==> config.mk <==
export PLATFORM = sky130hd
export DESIGN_NAME = pmu_top
export DESIGN_NICKNAME = d
export VERILOG_FILES = /design/src/pmu_pkg.sv /design/src/pmu_apd_counter.sv /design/src/pmu_top.sv
export VERILOG_INCLUDE_DIRS = /design/src
export SDC_FILE = /design/constraint.sdc
export NUM_CORES = 1
export LEC_CHECK = 0
export ABC_AREA = 1
export BUFFER_PORTS_ARGS = -buffer_cell sky130_fd_sc_hd__buf_4
export CORE_ASPECT_RATIO = 0.6
export CORE_UTILIZATION = 43
export CTS_CLUSTER_DIAMETER = 40
export CTS_CLUSTER_SIZE = 8
export DETAILED_ROUTE_END_ITERATION = 12
export GPL_ROUTABILITY_DRIVEN = 0
export GPL_TIMING_DRIVEN = 0
export HOLD_SLACK_MARGIN = 0.15
export PLACE_DENSITY = 0.86
export SYNTH_ARGS = -nofsm -noshare
export SYNTH_HDL_FRONTEND = slang
export SYNTH_SLANG_ARGS = --single-unit
==> constraint.sdc <==
create_clock -name i_sys_clk -period 1.1 [get_ports i_sys_clk]
set_input_delay 0.165 -clock i_sys_clk [delete_from_list [all_inputs] [get_ports i_sys_clk]]
set_output_delay 0.165 -clock i_sys_clk [all_outputs]
set_load 0.01 [all_outputs]
==> src/pmu_consts.svh <==
`ifndef PMU_CONSTS_SVH
`define PMU_CONSTS_SVH
// Register byte addresses (APB)
`define PMU_ADDR_CTRL_A 12'h000
`define PMU_ADDR_CTRL_B 12'h004
`define PMU_ADDR_STATUS 12'h008
// Control A field positions
`define PMU_A_APD_OK 0
`define PMU_A_POL 1
`define PMU_A_AUTO_DOWN_ENABLE_BIT 2
`define PMU_A_MISER 3
`define PMU_A_TURBO_OFF 4
`define PMU_A_ACLK_OFF 5
`define PMU_A_RCLK_OFF 6
`define PMU_A_TMR_OFF 7
// Control B field positions
`define PMU_B_CLK_SEL 0
`define PMU_B_SLEEP_EN 1
// Reset values
`define PMU_CTRL_A_RST 8'h00
`define PMU_CTRL_B_RST 8'h00
// Counter overflow count
`define PMU_APD_OVF 4'hf
// Logic array idle time before power down
`define PMU_IDLE_NS 100
`define PMU_CLK_NS 8
`define PMU_IDLE_CYC ((`PMU_IDLE_NS + `PMU_CLK_NS - 1) / `PMU_CLK_NS)
`endif

==> src/pmu_pkg.sv <==
package pmu_pkg;
  typedef enum logic [1:0] {PMU_ACTIVE, PMU_PDOWN, PMU_SLEEP} pmu_state_e;
  typedef struct packed {
    logic [11:0] paddr;
    logic psel;
    logic penable;
    logic pwrite;
    logic [31:0] pwdata;
  } pmu_apb_req_s;
  typedef struct packed {
    logic [31:0] prdata;
    logic pready;
    logic pslverr;
  } pmu_apb_rsp_s;
  typedef struct packed {
    logic array_clk_en;
    logic macro_clk_en;
    logic timer_clk_en;
    logic external_clock_input_buf_en;
  } pmu_clk_gate_s;
endpackage

==> src/pmu_apd_counter.sv <==
`timescale 1ns/1ns
`include "pmu_consts.svh"
// Automatic power-down counter, advanced on counter clock edges
module pmu_apd_counter (
  input wire logic i_sys_clk,
  input wire logic i_sys_rst,
  input wire logic i_ce,
  input wire logic i_count_tick,
  input wire logic i_clear,
  output logic o_overflow
);
  logic [3:0] count_reg;

  // Count, clear, and flag overflow after 15 ticks
  always_ff @(posedge i_sys_clk) begin
    if (i_sys_rst) begin
      count_reg <= 4'h0;
      o_overflow <= 1'b0;
    end else if (i_ce) begin
      if (i_clear) begin
        count_reg <= 4'h0; // RQ22
        o_overflow <= 1'b0;
      end else if (i_count_tick && !o_overflow) begin
        count_reg <= count_reg + 4'h1; // RQ3
        if (count_reg == `PMU_APD_OVF - 4'h1) begin
          o_overflow <= 1'b1; // RQ3
        end
      end
    end
  end
endmodule

==> src/pmu_top.sv <==
// The register addresses and the APB register port were chosen for this implementation.
`timescale 1ns/1ns
`include "pmu_consts.svh"
// How it works
// (RQ1) Select high forces power down immediately
// (RQ2) Deselected: bus buffers off, array inputs blocked
// (RQ3) Idle latch strobe: 4-bit counter overflows at 15
// (RQ4) Sleep enable turns overflow into sleep
// (RQ5) Strobe activity exits automatic power down
// (RQ6) Control B bit 0 picks counter clock
// (RQ7) Host keeps under 15 clocks between strobes
// (RQ8) Control A bit 1 sets idle polarity
// (RQ9) Control A bit 2 enables automatic unit
// (RQ10) Software sets A bit 0, B upper zeros
// (RQ11) Sleep needs sleep, enable, polarity, overflow
// (RQ12) Sleep keeps timers, interrupts, array alive
// (RQ13) Miser clear: memory on while selected
// (RQ14) Miser set: memory standby unless addressed
// (RQ15) Miser and 8-bit bus: half arrays
// (RQ16) Turbo off: array sleeps after 100 ns idle
// (RQ17) A bit 5 gates array clock
// (RQ18) A bit 6 gates macrocell clock
// (RQ19) A bit 7 gates timer clock
// (RQ20) Counter clock gated in automatic standby
// (RQ21) Clock buffer off when 5-7 set, overflow
// (RQ22) Counter clears on every strobe edge
module pmu_top (
  input wire logic i_sys_clk,
  input wire logic i_sys_rst,
  input wire logic i_ce,
  input wire pmu_pkg::pmu_apb_req_s i_apb,
  output pmu_pkg::pmu_apb_rsp_s o_apb,
  input wire logic i_select_n,
  input wire logic i_ale,
  input wire logic i_port_e_pin7_input,
  input wire logic i_external_clock_input,
  input wire logic i_array_inputs_changed,
  input wire logic i_eprom_addressed,
  input wire logic i_sram_addressed,
  input wire logic i_byte_bus,
  input wire logic i_addr_odd,
  output logic o_power_down_signal,
  output logic o_sleep,
  output logic o_bus_buffer_en,
  output logic o_array_input_en,
  output logic o_eprom_active,
  output logic o_mem_odd_en,
  output logic o_mem_even_en,
  output logic o_array_powered,
  output pmu_pkg::pmu_clk_gate_s o_clk_gate,
  output logic o_timers_run,
  output logic o_intc_run
);
  import pmu_pkg::*;

  // ----------------------------------------------------------------
  // Declarations
  // ----------------------------------------------------------------
  logic [7:0] power_mode_control_a_reg;
  logic [7:0] power_mode_control_b_reg;
  pmu_state_e state_reg;
  pmu_state_e state_next;
  logic ale_d_reg;
  logic cnt_clk_d_reg;
  logic ext_clk_d_reg;
  logic overflow;
  logic ale_edge;
  logic cnt_clk;
  logic cnt_tick;
  logic at_idle;
  logic deselected;
  logic auto_standby;
  logic [4:0] idle_cnt_reg;
  logic apb_access;
  logic [31:0] rdata;
  logic latch_idle_polarity;
  logic auto_down_enable_bit;
  logic memory_low_power_select;
  logic logic_array_fast_mode_off;
  logic array_clock_gate;
  logic macrocell_clock_gate;
  logic timer_clock_gate;
  logic sleep_enable;
  logic auto_down_counter_clock_sel;

  // Field views of the control registers
  assign latch_idle_polarity = power_mode_control_a_reg[`PMU_A_POL]; // RQ8
  assign auto_down_enable_bit = power_mode_control_a_reg[`PMU_A_AUTO_DOWN_ENABLE_BIT]; // RQ9
  assign memory_low_power_select = power_mode_control_a_reg[`PMU_A_MISER];
  assign logic_array_fast_mode_off = power_mode_control_a_reg[`PMU_A_TURBO_OFF];
  assign array_clock_gate = power_mode_control_a_reg[`PMU_A_ACLK_OFF];
  assign macrocell_clock_gate = power_mode_control_a_reg[`PMU_A_RCLK_OFF];
  assign timer_clock_gate = power_mode_control_a_reg[`PMU_A_TMR_OFF];
  assign sleep_enable = power_mode_control_b_reg[`PMU_B_SLEEP_EN];
  assign auto_down_counter_clock_sel = power_mode_control_b_reg[`PMU_B_CLK_SEL];

  // ----------------------------------------------------------------
  // APB register slave
  // ----------------------------------------------------------------
  assign apb_access = i_apb.psel && i_apb.penable;

  // Read mux, status word shows the select input and the block's own state
  always_comb begin
    rdata = 32'h0000_0000;
    unique case (i_apb.paddr)
      `PMU_ADDR_CTRL_A: rdata = {24'h00_0000, power_mode_control_a_reg};
      `PMU_ADDR_CTRL_B: rdata = {24'h00_0000, power_mode_control_b_reg};
      `PMU_ADDR_STATUS: rdata = {28'h000_0000, ~i_select_n, overflow,
                                 o_sleep, o_power_down_signal};
      default: rdata = 32'h0000_0000;
    endcase
  end

  // Control register writes, software keeps A bit 0 set and B high bits zero
  always_ff @(posedge i_sys_clk) begin
    if (i_sys_rst) begin
      power_mode_control_a_reg <= `PMU_CTRL_A_RST; // RQ13 RQ16
      power_mode_control_b_reg <= `PMU_CTRL_B_RST; // RQ6
    end else if (i_ce && apb_access && i_apb.pwrite && o_apb.pready) begin
      if (i_apb.paddr == `PMU_ADDR_CTRL_A) begin
        power_mode_control_a_reg <= i_apb.pwdata[7:0]; // RQ10
      end
      if (i_apb.paddr == `PMU_ADDR_CTRL_B) begin
        power_mode_control_b_reg <= i_apb.pwdata[7:0];
      end
    end
  end

  // One wait state: ready raised in the access phase, dropped after
  always_ff @(posedge i_sys_clk) begin
    if (i_sys_rst) begin
      o_apb <= '0;
    end else if (i_ce) begin
      o_apb.pready <= apb_access && !o_apb.pready;
      o_apb.pslverr <= apb_access && !o_apb.pready &&
                       (i_apb.paddr != `PMU_ADDR_CTRL_A) &&
                       (i_apb.paddr != `PMU_ADDR_CTRL_B) &&
                       (i_apb.paddr != `PMU_ADDR_STATUS);
      o_apb.prdata <= (apb_access && !o_apb.pready) ? rdata : 32'h0000_0000;
    end
  end

  // ----------------------------------------------------------------
  // Automatic power-down counter
  // ----------------------------------------------------------------
  // Counter clock source mux
  assign cnt_clk = auto_down_counter_clock_sel ? i_external_clock_input
                                               : i_port_e_pin7_input; // RQ6
  assign ale_edge = (i_ale != ale_d_reg);
  assign at_idle = (i_ale == latch_idle_polarity) && !ale_edge; // RQ8
  assign auto_standby = (state_reg != PMU_ACTIVE) && overflow;
  // Tick on rising counter clock, gated while in automatic standby
  assign cnt_tick = cnt_clk && !cnt_clk_d_reg && auto_down_enable_bit && at_idle
                    && !auto_standby; // RQ9 RQ20

  // Edge history of the strobe and counter clock
  always_ff @(posedge i_sys_clk) begin
    if (i_sys_rst) begin
      ale_d_reg <= 1'b0;
      cnt_clk_d_reg <= 1'b0;
      ext_clk_d_reg <= 1'b0;
    end else if (i_ce) begin
      ale_d_reg <= i_ale;
      cnt_clk_d_reg <= cnt_clk;
      ext_clk_d_reg <= i_external_clock_input; // Array wake watches this pin and the array input change flag
    end
  end

  pmu_apd_counter u_apd_counter (
    .i_sys_clk(i_sys_clk),
    .i_sys_rst(i_sys_rst),
    .i_ce(i_ce),
    .i_count_tick(cnt_tick),
    .i_clear(ale_edge || !auto_down_enable_bit), // RQ22 RQ5 RQ7
    .o_overflow(overflow)
  );

  // ----------------------------------------------------------------
  // Standby state machine
  // ----------------------------------------------------------------
  assign deselected = i_select_n; // RQ1

  // Next standby state
  always_comb begin
    state_next = PMU_ACTIVE;
    if (overflow && auto_down_enable_bit) begin
      if (sleep_enable && latch_idle_polarity) begin
        state_next = PMU_SLEEP; // RQ4 RQ11
      end else begin
        state_next = PMU_PDOWN; // RQ3
      end
    end else if (deselected) begin
      state_next = PMU_PDOWN; // RQ1
    end
  end

  // Standby state, strobe activity clears overflow and exits
  always_ff @(posedge i_sys_clk) begin
    if (i_sys_rst) begin
      state_reg <= PMU_ACTIVE;
    end else if (i_ce) begin
      state_reg <= state_next; // RQ5
    end
  end

  // Standby outputs
  always_ff @(posedge i_sys_clk) begin
    if (i_sys_rst) begin
      o_power_down_signal <= 1'b0;
      o_sleep <= 1'b0;
    end else if (i_ce) begin
      o_power_down_signal <= (state_next != PMU_ACTIVE); // RQ1 RQ3
      o_sleep <= (state_next == PMU_SLEEP); // RQ4
    end
  end

  // Bus buffers and array input gating follow select
  always_ff @(posedge i_sys_clk) begin
    if (i_sys_rst) begin
      o_bus_buffer_en <= 1'b0;
      o_array_input_en <= 1'b0;
    end else if (i_ce) begin
      o_bus_buffer_en <= !deselected; // RQ2
      o_array_input_en <= !deselected; // RQ2
    end
  end

  // ----------------------------------------------------------------
  // Memory power control
  // ----------------------------------------------------------------
  always_ff @(posedge i_sys_clk) begin
    if (i_sys_rst) begin
      o_eprom_active <= 1'b0;
      o_mem_odd_en <= 1'b0;
      o_mem_even_en <= 1'b0;
    end else if (i_ce) begin
      if (deselected) begin
        o_eprom_active <= 1'b0; // RQ13
      end else if (memory_low_power_select) begin
        o_eprom_active <= i_eprom_addressed; // RQ14
      end else begin
        o_eprom_active <= 1'b1; // RQ13
      end
      if (memory_low_power_select && i_byte_bus) begin
        o_mem_odd_en <= (i_eprom_addressed || i_sram_addressed) && i_addr_odd; // RQ15
        o_mem_even_en <= (i_eprom_addressed || i_sram_addressed) && !i_addr_odd;
      end else begin
        o_mem_odd_en <= 1'b1;
        o_mem_even_en <= 1'b1;
      end
    end
  end

  // ----------------------------------------------------------------
  // Logic array power and clock gating
  // ----------------------------------------------------------------
  // Idle timer for the logic array; clock edges wake it unless gated
  always_ff @(posedge i_sys_clk) begin
    if (i_sys_rst) begin
      idle_cnt_reg <= 5'h00;
      o_array_powered <= 1'b1;
    end else if (i_ce) begin
      if (!logic_array_fast_mode_off || i_array_inputs_changed ||
          (!array_clock_gate && ext_clk_d_reg != i_external_clock_input)) begin
        idle_cnt_reg <= 5'h00; // RQ17
        o_array_powered <= 1'b1;
      end else if (idle_cnt_reg == 5'(`PMU_IDLE_CYC)) begin
        o_array_powered <= 1'b0; // RQ16
      end else begin
        idle_cnt_reg <= idle_cnt_reg + 5'h01;
      end
    end
  end

  // Clock gates; sleep leaves timers, interrupts and array running
  always_ff @(posedge i_sys_clk) begin
    if (i_sys_rst) begin
      o_clk_gate <= '0;
      o_timers_run <= 1'b0;
      o_intc_run <= 1'b0;
    end else if (i_ce) begin
      o_clk_gate.array_clk_en <= !array_clock_gate; // RQ17
      o_clk_gate.macro_clk_en <= !macrocell_clock_gate; // RQ18
      o_clk_gate.timer_clk_en <= !timer_clock_gate; // RQ19
      o_clk_gate.external_clock_input_buf_en <= !(array_clock_gate && macrocell_clock_gate &&
                                   timer_clock_gate && overflow); // RQ21
      o_timers_run <= !timer_clock_gate; // RQ12 RQ19
      o_intc_run <= 1'b1; // RQ12
    end
  end
endmodule

# Word level (Yosys, flattened, before mapping)
# Index checks and enable logic that the tools add are counted.
# W data, S select, Z words.
[classes]
n_addsub = 2
eq_ne = 11
muxes = 19
bitwise = 1
n_reduce_logical = 54
[ops]
columns = ["operator", "count"]
rows = [
  ["$mux W32", 1],
  ["$logic_and A1 B1 Y1", 24],
  ["$pmux W8 S3", 1],
  ["$logic_not A1 Y1", 13],
  ["$eq A12 B3 Y1 const B", 1],
  ["$eq A12 B4 Y1 const B", 1],
  ["$logic_not A12 Y1", 1],
  ["$ne A12 B3 Y1 const B", 1],
  ["$ne A12 B4 Y1 const B", 1],
  ["$reduce_bool A12 Y1", 1],
  ["$mux W1", 11],
  ["$mux W5", 2],
  ["$reduce_and A2 Y1", 5],
  ["$reduce_bool A2 Y1", 5],
  ["$mux W4", 2],
  ["$add A5 B1 Y5 const B", 1],
  ["$eq A5 B4 Y1 const B", 1],
  ["$add A4 B1 Y4 const B", 1],
  ["$eq A4 B4 Y1 const B", 1],
  ["$logic_or A1 B1 Y1", 4],
  ["$mux W2", 2],
  ["$reduce_and A3 Y1", 1],
  ["$eq A2 B2 Y1 const B", 1],
  ["$ne A1 B1 Y1", 2],
  ["other kinds (3)", 3],
]
[word_totals]
register_bits = 77
inputBits = 59
elab_cells = 111

# Longest topological paths before layout
[logic_depth]
ltp_word = 8
mapped_depth = 9
mapped_depth_nobuf = 9

# Cells and area by module
# From an unflattened synthesis, not the netlist that was laid out.
[unflattened]
hier_cells = 358
hier_area_um2 = 2636.3
[by_module_without_submodules]
columns = ["module", "n_inst", "cells_per_inst", "area_per_inst_um2", "seq_area_each_um2"]
rows = [
  ["pmu_top", 1, 322, 2368.5, 960.9],
  ["pmu_apd_counter", 1, 36, 267.8, 100.1],
]

# Worst setup path before layout
# Ideal clock, no wire load.
[synth_path]
path_type = "register to register"
startpoint = "register o_apb[1] in the netlist's numbering"
endpoint = "register power_mode_control_b_reg[3]"
setup_ns = 0.119
t_arrival_ns = 1.061
required_time_ns = 0.981
setup_slack_ns = -0.081
path_stages_with_launch = 7
n_path_buf = 1
cell_sequence = "dfxtp_1 -> nand2_1 -> nor2_2 -> nand3_2 -> buf_2 -> o21ai_1 -> a21oi_1"
[synth_between]
elab_chain_len = 2
[synth_rtl]
columns = ["element", "line_no", "source"]
rows = [
  ["start: declaration", "pmu_top.sv:32", "output pmu_pkg::pmu_apb_rsp_s o_apb,"],
  ["$logic_and A1 B1 Y1", "pmu_top.sv:119", "end else if (i_ce && apb_access && i_apb.pwrite && o_apb.pready) begin"],
  ["$reduce_and A2 Y1 (no line)", "--", ""],
  ["end signal: assignment", "pmu_top.sv:118", "power_mode_control_b_reg <= `PMU_CTRL_B_RST;"],
  ["end signal: assignment", "pmu_top.sv:124", "power_mode_control_b_reg <= i_apb.pwdata[7:0];"],
  ["end: declaration", "pmu_top.sv:60", "logic [7:0] power_mode_control_b_reg;"],
]
# No other way between the ends.
# A chain may end at the register's enable or synchronous reset.

# Final worst setup path
[layout_path]
startpoint = "register o_apb[1] in the netlist's numbering"
endpoint = "register power_mode_control_b_reg[1]"
# The elaborated chain is that of the path after synthesis.

==> flow_summary.yaml <==
clocking:
  clkLatencyLatePin_ps: 310
  clock_path_buffers: 2
  cts_sinks: 51
  cts_tree: "yes"
  cts_buffers: 5
  clk_pin_slew_worst_paths_ps: 90
  clock-root-buffer: "clkbuf_8"
  h-tree-depth: 2
cells_and_area:
  finish.utilization_pct: 68.2
  antennaDiodeCount: 0
  fin_nets: 524
  largest_register_ffs: 10
  final_area_sq_mm: 0.00391
  finalNonFillerCells: 541
  syn_to_final_growth_pct: 49.3
  drive_above_1_share_pct: 43.8
drt:
  drt_pass1_iterations: 5
  initialDrtViolationCount: 195
  drc_errors: 0
  via_per_inst: 5.06
  wirelength_mm: 7.99
  postRouteAntennaNets: 0
  wl_per_cell_microns: 14.8
  vias: 2736
synth:
  synthTopCellsByCount: "nand2_1, dfxtp_1, inv_1, a21oi_1"
  async_flop_share_pct: 0
  synthesis.area_sq_mm: 0.00262
  synthFlopType: "dfxtp_1"
  ys_types: 32
  yosys.area.top_type: "dfxtp_1"
  synth.most_common_cell: "nand2_1"
  yosysWarningCount: 0
  syn_inst: 348
  syn_area_per_cell_sq_um: 7.51
  ys_seq_area_share_pct: 39.0
  ys_seq_elements: 51
  synth_area_leaders: "dfxtp_1, nand2_1, buf_4"
  synth_edf_count: 0
  synth_top_cell_area_share_pct: 39.0
power_and_ir_drop:
  pwr_density_cell_mw_per_mm2: 925
  p_leak_nw: 1.67
  vdd_drop_max_v: 0.000610
hold_path:
  holdPathEnd: "o_mem_even_en"
  worstHoldStart: "i_sram_addressed"
  min_path_type: "in2reg"
  holdPathStages: 3
global_routing:
  grt_pass1_vias: 2460
  grt_usage_pct: 23.0
  gr-total-overflow: 0
  antenna_found_initial: 0
  grt_start_max_net_pins: 15
  grt_pass1_wl_mm: 11.4
sta:
  rsz0062_at_grt: "yes"
  fin_worst_skew_ps: 7.82
  max_freq_mhz: 829
  fin_crit_ps: 1210
  whs_ps: 152
  worst_slew_pin_slew_ps: 624
  drv_slew: 0
  setup_viol: 28
  setup_ws_ps: -107
  hold_viol_final: 0
  period_share_pct: 110
  slew_headroom_pct: 58.4
die:
  core_sq_mm: 0.00573
  dieHeight_microns: 62.4
  start_util_pct: 45.7
  row_count: 21
  fp.dieW_microns: 103
  die_area_sq_mm: 0.00641
  num_io_pins: 107
critical_path:
  r2r_setup_slack_ps: -110
  crit_path_top_delay_cell: "dfxtp_4"
  cp_max_fo: 6
  path_class: "reg2reg"
  crit_chain: "nand2_4 -> nor2_4 -> nand3_4 -> buf_6 -> o21ai_2 -> a21oi_1"
  worstRegToRegCells: 6
  r2r_end: "power_mode_control_b_reg[1]"
  end_kind: "flip-flop"
  worst_r2r_startpoint: "o_apb[1]"
  critPathTopFamily: "flip-flops"
  start_kind: "flip-flop"
  required_ps: 1300
  arrival_ps: 1400
  critPathBufInv: 1
  max_stage_delay_ps: 380
place:
  place_area_sq_mm: 0.00324
  placed_cells: 507
  dp_hpwl_mm: 5.15
  io_buffers: 56
  pre_cts_ws_ps: -301
outcome:
  status: "finished with violations"
  violations: "setup timing"
flow_run:
  max_cap_viol_count: 0
[layout make-up]
cell class / instances / area, sq um
fillers: 445 / 1820
multi-input cells: 241 / 1480
flip-flops and latches: 51 / 1050
repair buffers: 83 / 702
plain buffers: 40 / 343
inverters: 39 / 151
well taps: 80 / 100
clock buffers: 6 / 82.6
clock inverters: 1 / 5.00
[metrics by stage]
step / setup TNS [ps] / total power, mW
finish: -1260 / 3.61
global route: -3320 / 3.73
CTS: -578 / 3.54
detailed placement: -6790 / 2.45
global placement: -5440 / 2.43
floorplan: 0 / 2.24
[cells by family after synthesis]
family / share of synthesized area [%]
flip-flops: 39.0
other: 0.143
adder cells (fa/ha/maj): 1.91
XOR/XNOR: 1.00
buffers and inverters: 17.9
AO/OA/AOI/OAI: 17.9
AND/OR/NAND/NOR: 22.1
[worst max path at each step]
stage,slack (ps),endpoint,from,cells after the start
after floorplan,4,power_mode_control_b_reg[3],i_ce,7
after global placement,-290,o_apb[8],i_apb[42],9
after detailed placement,-300,o_apb[7],i_apb[42],9
after CTS,-60,power_mode_control_b_reg[4],o_apb[1],6
after global routing,-170,power_mode_control_b_reg[1],o_apb[1],6
final,-110,power_mode_control_b_reg[1],o_apb[1],6
[layer usage]
metal | GRT usage [%] | wire (microns) | share of wire [%]
met3 | 5.70 | 587 | 7.4
met5 | 0 | 0 | 0
met1 | 31.4 | 3540 | 44
met2 | 35.9 | 3770 | 47
met4 | 6.25 | 91 | 1.1
[timing repair]
item / CTS / global route
endpoints found under the setup margin: 26 / 36
setup buffers: 9 / 5
hold buffers: 7 / 3
resized for setup: 39 / 68
cloned: 1 / 2
hold endpoints to repair: 11 / 3
pin swaps: 12 / 18
[where the power goes]
part           internal (mW)  total, mW  switching, mW
clock network          0.495       1.11          0.613
registers               1.88       1.91         0.0310
logic                  0.292      0.595          0.303
[tightest hold or removal path, cell delays in order]
cell and delay, ps:
buf_4 80, o21bai_1 70, a21oi_1 110
[cells in the final DEF (no fill, tap or decap), types with 4 or more instances in the layout]
master         count
dfxtp_2           11
inv_1             33
a21oi_1           26
buf_6              6
nand2_2           13
dlygate4sd3_1     10
a21oi_2           19
nand3_4            6
conb_1            24
nor2_1            16
o21ai_1            7
dfxtp_1           37
clkbuf_8          10
nand2_4            4
nand4_1            7
nand2_1           46
o21ai_0           16
nand3_1           23
nor2_4             5
buf_4             94
o21ai_2           11
No activity file was read; power rests on OpenSTA's default activity.
